==> src/logic/fcr_defines.svh <==
// Summary of operation
// - program and block erase are carried out only inside the user ROM area.
// - during erase suspend, program reads of user ROM are allowed.
// - one wait state on processor flash accesses while rewrite control is enabled.
// - mode-one select enters erase-write mode 1, effective only with rewrite enable.
// - user-block unlock sets only after a write of 0 followed by 1.
// - user-block unlock has no effect unless rewrite enable is 1.
// - blocks 0 and 1 rewritable only with low-block and user-block unlock set.
// - blocks 2 to 4 rewritable whenever user-block unlock is set.
// - data-block wait bit forces exactly one wait on blocks A and B.
// - other blocks and RAM follow the general wait bit; flash always waits while rewrite is enabled.
// - erase suspend is permitted only while suspend enable is 1.
// - mode 0: software suspend request during auto erase enters suspend.
// - mode 1: enabled interrupt during erase sets suspend request and suspends.
// - clearing suspend request resumes the suspended erase.
// - suspend status is 0 during auto erase, 1 in suspend.
// - after program or erase: mode 0 read-status, mode 1 read-array.
// - mode 1 holds the processor during auto write and erase.
// - mode 1 rejects read-status and commands to the control program block.
// - mode 0 status in control register 0 bits and read-status bits.
`ifndef FCR_DEFINES_SVH
`define FCR_DEFINES_SVH
`define FCR_ADDR_CTRL0   8'h00
`define FCR_ADDR_CTRL1   8'h04
`define FCR_ADDR_CTRL4   8'h08
`define FCR_ADDR_CMD     8'h0c
`define FCR_ADDR_SEQSTAT 8'h10
`define FCR_ADDR_MISC    8'h14
// control register 0 fields
`define FCR_C0_READY     0
`define FCR_C0_REWR_EN   1
`define FCR_C0_LOW_UNLK  2
`define FCR_C0_PROG_ERR  6
`define FCR_C0_ERASE_ERR 7
// control register 1 fields
`define FCR_C1_MODE1     1
`define FCR_C1_USER_UNLK 6
`define FCR_C1_DATA_WAIT 7
// control register 4 fields
`define FCR_C4_SUSP_EN   0
`define FCR_C4_SUSP_REQ  1
`define FCR_C4_SUSP_STAT 6
// sequencer status fields
`define FCR_SR_PROG      4
`define FCR_SR_ERASE     5
`define FCR_SR_READY     7
// misc register fields
`define FCR_MS_GEN_WAIT  0
`define FCR_MS_READ_STAT 1
`define FCR_MS_REJECT    2
// command word layout: [1:0] op, [10:8] block
`define FCR_OP_PROGRAM   2'h1
`define FCR_OP_ERASE     2'h2
`define FCR_OP_READ_STAT 2'h3
`endif

==> src/logic/fcr_pkg.sv <==
package fcr_pkg;
    typedef enum logic [3:0] {
        FCR_IDLE    = 4'b0001,
        FCR_BUSY    = 4'b0010,
        FCR_SUSPEND = 4'b0100,
        FCR_RESUME  = 4'b1000
    } fcr_state_t;
    typedef enum logic [2:0] {
        FCR_BLK_0 = 3'h0,
        FCR_BLK_1 = 3'h1,
        FCR_BLK_2 = 3'h2,
        FCR_BLK_3 = 3'h3,
        FCR_BLK_4 = 3'h4,
        FCR_BLK_A = 3'h5,
        FCR_BLK_B = 3'h6,
        FCR_BLK_X = 3'h7
    } fcr_block_t;
endpackage
==> src/logic/fcr_flash_cpu_rewrite_control.sv <==
// Design decisions made here: the register offsets and the AHB-Lite interface to the registers.
`timescale 1ns/100ps
`default_nettype none
`include "fcr_defines.svh"
module fcr_flash_cpu_rewrite_control (
    // clock and reset
    input  wire logic                 clock,
    input  wire logic                 rst,
    // ahb-lite slave
    input  wire logic                 hsel,
    input  wire logic [7:0]           haddr,
    input  wire logic [1:0]           htrans,
    input  wire logic                 hwrite,
    input  wire logic [2:0]           hsize,
    input  wire logic [31:0]          hwdata,
    input  wire logic                 hready,
    output var  logic [31:0]          hrdata,
    output var  logic                 hreadyout,
    output var  logic                 hresp,
    // flash sequencer
    output var  logic                 seq_start,
    output var  logic [1:0]           seq_op,
    output var  fcr_pkg::fcr_block_t  seq_block,
    output var  logic                 seq_suspend,
    input  wire logic                 seq_done,
    input  wire logic                 seq_prog_fail,
    input  wire logic                 seq_erase_fail,
    // processor side
    input  wire logic                 irq_pending,
    input  wire logic                 cpu_access,
    input  wire fcr_pkg::fcr_block_t  cpu_block,
    input  wire logic                 cpu_is_flash,
    output var  logic                 cpu_wait,
    output var  logic                 cpu_hold,
    output var  logic                 flash_read_allow,
    output var  logic                 read_status_mode
);
    import fcr_pkg::*;

    fcr_state_t state;
    logic       cpu_rewrite_enable;
    logic       low_block_unlock;
    logic       erase_write_mode_one_select;
    logic       user_block_unlock;
    logic       unlock_armed;
    logic       data_block_wait_select;
    logic       erase_suspend_enable;
    logic       erase_suspend_request;
    logic       general_wait_select;
    logic       program_status_flag;
    logic       erase_status_flag;
    logic       cmd_rejected;
    logic [2:0] ctrl_block;
    logic       irq_s1;
    logic       irq_s2;
    logic       ap_valid;
    logic       ap_write;
    logic [7:0] ap_addr;

    logic       mode1;
    logic       is_erase_busy;
    logic       cmd_write;
    logic       blk_ok;
    logic       op_ok;
    logic       soft_susp;
    logic       auto_susp;
    logic       next_wait;
    fcr_block_t cmd_blk;
    logic [1:0] cmd_op;

    // mode 1 only counts while rewrite is enabled
    assign mode1 = erase_write_mode_one_select & cpu_rewrite_enable;
    assign is_erase_busy = (state == FCR_BUSY) && (seq_op == `FCR_OP_ERASE);
    assign cmd_write = ap_valid & ap_write & (ap_addr == `FCR_ADDR_CMD);
    assign cmd_op = hwdata[1:0];
    assign cmd_blk = fcr_block_t'(hwdata[10:8]);

    // block protection from the two unlock bits
    always_comb begin
        blk_ok = 1'b0;
        case (cmd_blk)
            FCR_BLK_0, FCR_BLK_1: blk_ok = low_block_unlock & user_block_unlock;
            FCR_BLK_2, FCR_BLK_3,
            FCR_BLK_4: blk_ok = user_block_unlock;
            FCR_BLK_A, FCR_BLK_B: blk_ok = 1'b1;
            default: blk_ok = 1'b0;  // outside user rom
        endcase
    end

    assign op_ok = cpu_rewrite_enable && (state == FCR_IDLE) && blk_ok
                 && ((cmd_op == `FCR_OP_PROGRAM) || (cmd_op == `FCR_OP_ERASE))
                 && !(mode1 && (hwdata[10:8] == ctrl_block));

    assign soft_susp = !mode1 && erase_suspend_enable && erase_suspend_request;
    assign auto_susp = mode1 && erase_suspend_enable && irq_s2;

    // interrupt request is asynchronous to this logic
    always_ff @(posedge clock or posedge rst) begin
        if (rst) begin
            irq_s1 <= 1'b0;
            irq_s2 <= 1'b0;
        end else begin
            irq_s1 <= irq_pending;
            irq_s2 <= irq_s1;
        end
    end

    // ahb address phase capture, zero wait slave
    always_ff @(posedge clock or posedge rst) begin
        if (rst) begin
            ap_valid <= 1'b0;
            ap_write <= 1'b0;
            ap_addr  <= 8'h00;
        end else if (hready) begin
            ap_valid <= hsel & htrans[1];
            ap_write <= hwrite;
            ap_addr  <= haddr;
        end
    end

    always_ff @(posedge clock or posedge rst) begin
        if (rst) begin
            hreadyout <= 1'b1;
            hresp     <= 1'b0;
        end else begin
            hreadyout <= 1'b1;
            hresp     <= 1'b0;
        end
    end

    // control register 0
    always_ff @(posedge clock or posedge rst) begin
        if (rst) begin
            cpu_rewrite_enable <= 1'b0;
            low_block_unlock   <= 1'b0;
        end else if (ap_valid && ap_write && ap_addr == `FCR_ADDR_CTRL0) begin
            cpu_rewrite_enable <= hwdata[`FCR_C0_REWR_EN];
            low_block_unlock   <= hwdata[`FCR_C0_LOW_UNLK];
        end
    end

    // control register 1, unlock needs a 0 then a 1 with rewrite enabled
    always_ff @(posedge clock or posedge rst) begin
        if (rst) begin
            erase_write_mode_one_select <= 1'b0;
            user_block_unlock           <= 1'b0;
            unlock_armed                <= 1'b0;
            data_block_wait_select      <= 1'b0;
        end else begin
            if (!cpu_rewrite_enable) begin
                user_block_unlock <= 1'b0;
                unlock_armed      <= 1'b0;
            end else if (ap_valid && ap_write && ap_addr == `FCR_ADDR_CTRL1) begin
                if (!hwdata[`FCR_C1_USER_UNLK]) begin
                    user_block_unlock <= 1'b0;
                    unlock_armed      <= 1'b1;
                end else if (unlock_armed) begin
                    user_block_unlock <= 1'b1;
                end
            end
            if (ap_valid && ap_write && ap_addr == `FCR_ADDR_CTRL1) begin
                erase_write_mode_one_select <= hwdata[`FCR_C1_MODE1];
                data_block_wait_select      <= hwdata[`FCR_C1_DATA_WAIT];
            end
        end
    end

    // control register 4 and misc
    always_ff @(posedge clock or posedge rst) begin
        if (rst) begin
            erase_suspend_enable  <= 1'b0;
            erase_suspend_request <= 1'b0;
            general_wait_select   <= 1'b0;
        end else begin
            if (ap_valid && ap_write && ap_addr == `FCR_ADDR_CTRL4) begin
                erase_suspend_enable  <= hwdata[`FCR_C4_SUSP_EN];
                erase_suspend_request <= hwdata[`FCR_C4_SUSP_REQ];
            end
            // hardware set wins over a software clear in the same cycle
            if (auto_susp && is_erase_busy) begin
                erase_suspend_request <= 1'b1;
            end
            if (state == FCR_IDLE && !(ap_valid && ap_write && ap_addr == `FCR_ADDR_CTRL4)) begin
                erase_suspend_request <= 1'b0;
            end
            if (ap_valid && ap_write && ap_addr == `FCR_ADDR_MISC) begin
                general_wait_select <= hwdata[`FCR_MS_GEN_WAIT];
            end
        end
    end

    // block holding the rewrite program, set with the misc register
    always_ff @(posedge clock or posedge rst) begin
        if (rst) begin
            ctrl_block <= 3'h0;
        end else if (ap_valid && ap_write && ap_addr == `FCR_ADDR_MISC) begin
            ctrl_block <= hwdata[10:8];
        end
    end

    // sequencer control
    always_ff @(posedge clock or posedge rst) begin
        if (rst) begin
            state       <= FCR_IDLE;
            seq_start   <= 1'b0;
            seq_op      <= 2'h0;
            seq_block   <= FCR_BLK_0;
            seq_suspend <= 1'b0;
        end else begin
            seq_start <= 1'b0;
            case (state)
                FCR_IDLE: begin
                    if (cmd_write && op_ok) begin
                        state     <= FCR_BUSY;
                        seq_start <= 1'b1;
                        seq_op    <= cmd_op;
                        seq_block <= cmd_blk;
                    end
                end
                FCR_BUSY: begin
                    if (seq_done) begin
                        state <= FCR_IDLE;
                    end else if (is_erase_busy && (soft_susp || auto_susp)) begin
                        state       <= FCR_SUSPEND;
                        seq_suspend <= 1'b1;
                    end
                end
                FCR_SUSPEND: begin
                    if (!erase_suspend_request && !auto_susp) begin
                        state       <= FCR_RESUME;
                        seq_suspend <= 1'b0;
                    end
                end
                FCR_RESUME: begin
                    state <= FCR_BUSY;
                end
                default: begin
                    state <= FCR_IDLE;
                end
            endcase
        end
    end

    // result flags and mode after completion
    always_ff @(posedge clock or posedge rst) begin
        if (rst) begin
            program_status_flag <= 1'b0;
            erase_status_flag   <= 1'b0;
            read_status_mode    <= 1'b0;
            cmd_rejected        <= 1'b0;
        end else begin
            if (state == FCR_BUSY && seq_done) begin
                program_status_flag <= (seq_op == `FCR_OP_PROGRAM) & seq_prog_fail;
                erase_status_flag   <= (seq_op == `FCR_OP_ERASE) & seq_erase_fail;
                read_status_mode    <= !mode1;
            end else if (cmd_write && cmd_op == `FCR_OP_READ_STAT && !mode1) begin
                read_status_mode <= 1'b1;
            end
            if (cmd_write) begin
                cmd_rejected <= (cmd_op == `FCR_OP_READ_STAT) ? mode1 : !op_ok;
            end
        end
    end

    // processor side: wait, hold, read permission
    always_comb begin
        next_wait = 1'b0;
        if (cpu_access) begin
            if (cpu_is_flash && (cpu_block == FCR_BLK_A || cpu_block == FCR_BLK_B)) begin
                next_wait = data_block_wait_select ? 1'b1 : general_wait_select;
            end else begin
                next_wait = general_wait_select;
            end
            if (cpu_is_flash && cpu_rewrite_enable) begin
                next_wait = 1'b1;
            end
        end
    end

    always_ff @(posedge clock or posedge rst) begin
        if (rst) begin
            cpu_wait         <= 1'b0;
            cpu_hold         <= 1'b0;
            flash_read_allow <= 1'b1;
        end else begin
            cpu_wait         <= next_wait;
            cpu_hold         <= mode1 && (state == FCR_BUSY || state == FCR_RESUME);
            flash_read_allow <= (state == FCR_IDLE) || (state == FCR_SUSPEND);
        end
    end

    // register read data
    always_ff @(posedge clock or posedge rst) begin
        if (rst) begin
            hrdata <= 32'h0000_0000;
        end else if (hsel && htrans[1] && !hwrite && hready) begin
            hrdata <= 32'h0000_0000;
            case (haddr)
                `FCR_ADDR_CTRL0: begin
                    hrdata[`FCR_C0_READY]     <= (state == FCR_IDLE);
                    hrdata[`FCR_C0_REWR_EN]   <= cpu_rewrite_enable;
                    hrdata[`FCR_C0_LOW_UNLK]  <= low_block_unlock;
                    hrdata[`FCR_C0_PROG_ERR]  <= program_status_flag;
                    hrdata[`FCR_C0_ERASE_ERR] <= erase_status_flag;
                end
                `FCR_ADDR_CTRL1: begin
                    hrdata[`FCR_C1_MODE1]     <= erase_write_mode_one_select;
                    hrdata[`FCR_C1_USER_UNLK] <= user_block_unlock;
                    hrdata[`FCR_C1_DATA_WAIT] <= data_block_wait_select;
                end
                `FCR_ADDR_CTRL4: begin
                    hrdata[`FCR_C4_SUSP_EN]   <= erase_suspend_enable;
                    hrdata[`FCR_C4_SUSP_REQ]  <= erase_suspend_request;
                    hrdata[`FCR_C4_SUSP_STAT] <= (state == FCR_SUSPEND);
                end
                `FCR_ADDR_SEQSTAT: begin
                    hrdata[`FCR_SR_READY] <= (state == FCR_IDLE);
                    hrdata[`FCR_SR_ERASE] <= erase_status_flag;
                    hrdata[`FCR_SR_PROG]  <= program_status_flag;
                end
                `FCR_ADDR_MISC: begin
                    hrdata[`FCR_MS_GEN_WAIT]  <= general_wait_select;
                    hrdata[`FCR_MS_READ_STAT] <= read_status_mode;
                    hrdata[`FCR_MS_REJECT]    <= cmd_rejected;
                    hrdata[10:8]              <= ctrl_block;
                end
                default: begin
                    hrdata <= 32'h0000_0000;
                end
            endcase
        end
    end
endmodule // fcr_flash_cpu_rewrite_control
`default_nettype wire

==> config.mk <==
export PLATFORM = sky130hd
export DESIGN_NAME = fcr_flash_cpu_rewrite_control
export DESIGN_NICKNAME = d
export VERILOG_FILES = /design/src/logic/fcr_pkg.sv /design/src/logic/fcr_flash_cpu_rewrite_control.sv
export VERILOG_INCLUDE_DIRS = /design/src /design/src/logic
export SDC_FILE = /design/constraint.sdc
export NUM_CORES = 1
export LEC_CHECK = 0
export BUFFER_PORTS_ARGS = -buffer_cell sky130_fd_sc_hd__buf_2
export CAP_MARGIN = 0
export CELL_PAD_IN_SITES_DETAIL_PLACEMENT = 1
export CELL_PAD_IN_SITES_GLOBAL_PLACEMENT = 1
export CORE_MARGIN = 2
export CORE_UTILIZATION = 41
export CTS_BUF_LIST = sky130_fd_sc_hd__clkbuf_2 sky130_fd_sc_hd__clkbuf_4 sky130_fd_sc_hd__clkbuf_8
export DETAILED_ROUTE_END_ITERATION = 8
export HOLD_SLACK_MARGIN = 0.06
export PLACE_DENSITY = 0.93
export SLEW_MARGIN = 20
export SYNTH_ARGS = -nofsm -noshare
export SYNTH_HDL_FRONTEND = slang
export SYNTH_SLANG_ARGS = --single-unit
export TNS_END_PERCENT = 1
==> constraint.sdc <==
create_clock -name clock -period 4.9 [get_ports clock]
set_input_delay 0.735 -clock clock [delete_from_list [all_inputs] [get_ports clock]]
set_output_delay 0.735 -clock clock [all_outputs]
set_load 0.005 [all_outputs]
[Word-level counts from Yosys, hierarchy flattened]
Index checks and enable logic that the tools add are counted.
Storage, ports and cells
  input port bits: 59
  bits in latches: 0
  memories kept: 0
  logic and storage cells: 160
  bits in writable memories: 0
  bits in registers: 52
  output and inout bits: 45
  memory bits (read-only): 0
Cells by class
  multiplexer cells: 36
  $lt $le $gt $ge: 0
  shifts and indexed selects: 0
  multiply operators: 0
  div/mod/pow operators: 0
  equality and inequality tests: 34
  bitwise operators: 7
  reduce and logical (&&, ||, !) cells: 55
  add/sub/neg operators: 0
Operator list (count)
  $logic_and 1x1->1: 29
  $eq 8x4->1 const B: 3
  $eq 8x5->1 const B: 3
  $mux 1: 22
  $eq 8x3->1 const B: 2
  $logic_not 8->1: 2
  $mux 4: 4
  $pmux 4 s4: 1
  $eq 3x3->1 const B: 5
  $pmux 1 s3: 4
  $ne 2x2->1 const B: 4
  $and 1x1->1: 7
  $logic_not 1->1: 7
  $eq 2x2->1 const B: 3
  $eq 3x2->1 const B: 2
  $reduce_and 2->1: 3
  $logic_or 1x1->1: 5
  $eq 2x1->1 const B: 2
  $eq 4x1->1 const B: 1
  $eq 4x2->1 const B: 1
  $eq 4x3->1 const B: 1
  $eq 4x4->1 const B: 1
  $ne 2x1->1 const B: 2
  $pmux 1 s2: 2
  other kinds (14): 16

[Logic depth before layout (Yosys ltp)]
  word-level depth: 9
  depth in mapped cells: 5
  mapped depth without buffers: 5

[Worst setup path before layout]
Ideal clock, no wire load.
  path type: input port to flip-flop
  start: input hwdata[0]
  end: register seq_block[0]
  arrival: 2.115 ns
  buffers on the path: 0
  data required time: 4.775 ns
  library setup time: 0.125 ns
  stages: 5
  slack: 2.660 ns
  path through: ha_1 > nor4b_1 > o2111ai_1 > nor4_4 > mux2_2
On the way
  word-level cells in the longest chain between the ends: 6
  elaborated cells between the ends (all ways): 7
  those cells by class: 2 x eq/ne; 5 x reduce/logical
Ends and longest elaborated chain
  from (decl): line fcr_flash_cpu_rewrite_control.sv:15  | input wire logic [31:0] hwdata,
  $eq 2x1->1 (no line) / $eq 2x2->1 (equally long branches)
  $logic_or 1x1->1 (*): line fcr_flash_cpu_rewrite_control.sv:91  | && ((cmd_op == `FCR_OP_PROGRAM) || (cmd_op == `FCR_OP_ERASE))
  $logic_and 1x1->1 (*) (2 in series): line fcr_flash_cpu_rewrite_control.sv:90  | assign op_ok = cpu_rewrite_enable && (state == FCR_IDLE) && blk_ok
  $logic_and 1x1->1 (*): line fcr_flash_cpu_rewrite_control.sv:213  | if (cmd_write && op_ok) begin
  $reduce_and 2->1 (no line) (*)
  to (signal assigned): line fcr_flash_cpu_rewrite_control.sv:217  | seq_block <= cmd_blk;
  to (decl): line fcr_flash_cpu_rewrite_control.sv:23  | output var fcr_pkg::fcr_block_t seq_block,
Every way passes the cells marked *; elsewhere a longest branch is shown, timed or not.
A chain may end at the register's enable or synchronous reset.

[Worst setup path after layout]
  start: input hwdata[1]
  end: register seq_op[0]
On the way
  word-level cells in the longest chain between the ends: 6
  elaborated cells between the ends (all ways): 7
  those cells by class: 2 x eq/ne; 5 x reduce/logical
Ends and longest elaborated chain
  $eq 2x1->1 (no line) / $eq 2x2->1 (equally long branches)
  $logic_or 1x1->1 (*): line fcr_flash_cpu_rewrite_control.sv:91
  $logic_and 1x1->1 (*) (2 in series): line fcr_flash_cpu_rewrite_control.sv:90
  $logic_and 1x1->1 (*): line fcr_flash_cpu_rewrite_control.sv:213
  $reduce_and 2->1 (no line) (*)
  to (signal assigned): line fcr_flash_cpu_rewrite_control.sv:216  | seq_op <= cmd_op;
  to (decl): line fcr_flash_cpu_rewrite_control.sv:22  | output var logic [1:0] seq_op,
Marked as above.

==> results.yml <==
synth:
  yosysMostFrequentCell: "dfrtp_1"
  synth-xor-area-share_pct: 1.991
  synth_top_area_share_pct: 47.42
  synth_seq_cells: 52
  synthArstFlopShare_pct: 100.0
  synth_top_family_by_area: "simple AND/OR/NAND/NOR gates"
  syn_inst: 228
  yosys.area_share.simple_pct: 15.32
  synth_cell_types: 47
  yosysWarnings: 0
  synthTopCellsByArea: "dfrtp_1, mux2_2, buf_4"
  yosysTopAreaCell: "dfrtp_1"
  syn-cell-area_mm2: 0.002639
  synth_compound_area_share_pct: 10.53
  muxShareOfSynthArea_pct: 12.47
  yosys.area_share.adder_pct: 0.4742
  synth-main-ff-cell: "dfrtp_1"
  synth_edf_count: 0
  ys_seq_area_share_pct: 49.41
  syn_avg_cell_area_um2: 11.57
  synth_common_cells: "dfrtp_1, buf_4, mux2_2, nand2_1, inv_1"
global_routing:
  grt-ovfl-total: 0
  grt_pass1_wl_um: 10210
  grt_max_degree: 53
  antenna_found_initial: 0
  grt_pass1_vias: 1994
  grt_use_total_pct: 18.20
clocking:
  cts_tree: "yes"
  insertion_delay_ns: 0.32
  cts_buffers: 5
  h-tree-depth: 2
  path_clk_slew_ns: 0.10
  clockBufferDepth: 2
  cts_resized: 0
  cts_sinks: 52
  root_buffer: "clkbuf_8"
  hold_buffers: 0
  postCtsSetupBuffers: 0
worst_setup_path:
  crit_type: "in -> reg"
  worstPathArrival_ns: 2.55
  crit_path_top_delay_cell: "nor4_4"
  crit_chain: "buf_2, ha_1, nor4b_1, o2111ai_1, nor4_4, mux2_2"
  end_kind: "flip-flop"
  crit_fanout: 7
  worstSetupStartpointType: "primary input"
  slowest_delay_ns: 0.43
  required_ns: 5.11
worst_hold_path:
  min_path_type: "reg -> reg"
floorplan:
  io_pins: 104
  die_h_um: 84.23
  die_area_mm2: 0.007094
  std_cell_rows: 29
  start_util_pct: 42.04
  dieWidth_um: 84.23
  core_area_mm2: 0.006277
power_and_ir_drop:
  p_int_mw: 0.6369
  seqPwrFrac_pct: 54.5
  net-switching-power_mw: 0.1985
  power_mw: 0.8354
  p_leak_nw: 1.434
  vdd_drop_max_uv: 138.0
  combPwrFrac_pct: 8.0
  swShare_pct: 23.76
  clockPowerShare_pct: 37.6
  p_per_area_mw_per_mm2: 280.2
placed_design:
  dpl.hpwl_um: 4489
  io_buffers: 51
  place_area_mm2: 0.002859
  gp_congestion: 0.7761
cells_and_area:
  area_growth_syn_to_layout_pct: 12.99
  antenna_cells_inserted: 0
  num-fill-cells: 718
  nets: 335
  fin_area_mm2: 0.002982
  drive_gt1_share_pct: 34.42
drt:
  ant_nets: 0
  route.vias.total: 1913
  viasPerCell: 5.419
  wirelength_um: 6177
  drt-initial-drc-count: 72
  drc: 0
  first_pass_iters: 4
  wire_per_inst_um: 17.50
sta:
  rsz0062_at_grt: "no"
  min_period_ns: 2.338
  tns_ns: 0
  final_max_slew_viol_count: 0
  slew_headroom_pct: 40.75
  setup_viol: 0
  worstMarginPinSlew_ns: 0.8878
  hold_viol_final: 0
  clock_skew_ns: 0.008003
  period_share_pct: 47.71
  fmax_mhz: 427.8
run:
  max_cap_viol_count: 0
status:
  status: "completed"
==> flip-flops by register name, summed over array words and instances, names as in the netlist, 2 cells and up <==
signal,cells
seq_op,2
ctrl_block,3
hrdata,10
state,4
ap_addr,8
seq_block,3
==> metal layers <==
metal  track usage (%)  vias up  share of wire, %
met4             5.718        0               2.0
met2             29.29       53                49
li1                  -      877                 -
met1             23.48      970                44
met3             5.801       13               5.5
met5                 0        -                 0
==> cell type report <==
cell class | instances | area [µm²] | share of cell area [%]
inverter | 10 | 38.79 | 1.301
tap | 77 | 96.34 | 3.231
clock inverter | 2 | 38.79 | 1.301
clock buffer | 6 | 82.58 | 2.770
timing repair buffer | 51 | 255.2 | 8.561
multi-input combinational | 155 | 1166 | 39.11
sequential | 52 | 1304 | 43.73
==> cells in the final DEF, fill, tap and decap left out, drive strengths merged, types with 5 or more instances in the layout <==
cell type	instances
a22o	7
buf	51
clkbuf	6
conb	24
dfrtp	50
inv	9
mux2	23
mux2i	7
nand2	14
nor2	5
nor3	5
nor4	5
nor4b	5
o21ai	5
o31ai	7
==> kinds of logic (layout without fill, tap and decap cells) <==
kind of cell               Yosys count  after routing
xor gates and xnor gates             6              6
and+or+nand+nor                     58             58
buffers and inverters               43             69
AOI/OAI and AO/OA                   36             36
adders and majority gates            1              1
muxes                               30             30
other                                2             24
DFF                                 52             52
==> power groups by stage <==
| stage | Clock [mW] | Combinational, mW | Sequential, mW |
|---|---|---|---|
| 4_1_cts | 0.323 | 0.0669 | 0.455 |
| 2_1_floorplan | 0 | 0.0555 | 0.459 |
| 3_3_place_gp | 0 | 0.0634 | 0.462 |
| 3_5_place_dp | 0 | 0.0665 | 0.463 |
| 6_report | 0.314 | 0.0665 | 0.455 |
| 5_1_grt | 0.335 | 0.0748 | 0.457 |
==> critical path: cells and delay by family <==
kind / cells / cell delay, ns
compound gates: 1 / 0.29
simple gates: 2 / 0.70
fa+ha+maj: 1 / 0.28
buf+inv: 1 / 0.14
mux: 1 / 0.40
==> worst paths after layout <==
kind / slack [ns] / to / startpoint / cells past startpoint
worst max-delay path: 2.56 / seq_op[0] / hwdata[1] / 6
worst min register to register: 0.37 / irq_s2 / irq_s1 / 0
max in group asynchronous: 3.81 / state[2] / rst / 2
min in group asynchronous: 0.57 / unlock_armed / rst / 2
worst max register to register: 2.71 / seq_op[0] / ap_addr[1] / 4
worst min-delay path: 0.37 / irq_s2 / irq_s1 / 0
==> stage by stage <==
stage	utilization, %	setup WS, ns	hold slack, ns	cells
2_1_floorplan	-	2.660	0.3312	250
3_5_place_dp	45.55	2.282	0.3469	345
5_1_grt	47.50	2.461	0.3867	353
6_report	47.50	2.562	0.3687	353
3_3_place_gp	45.55	2.344	0.3359	345
4_1_cts	47.48	2.574	0.3703	353
No activity file was read; power rests on OpenSTA's default activity.
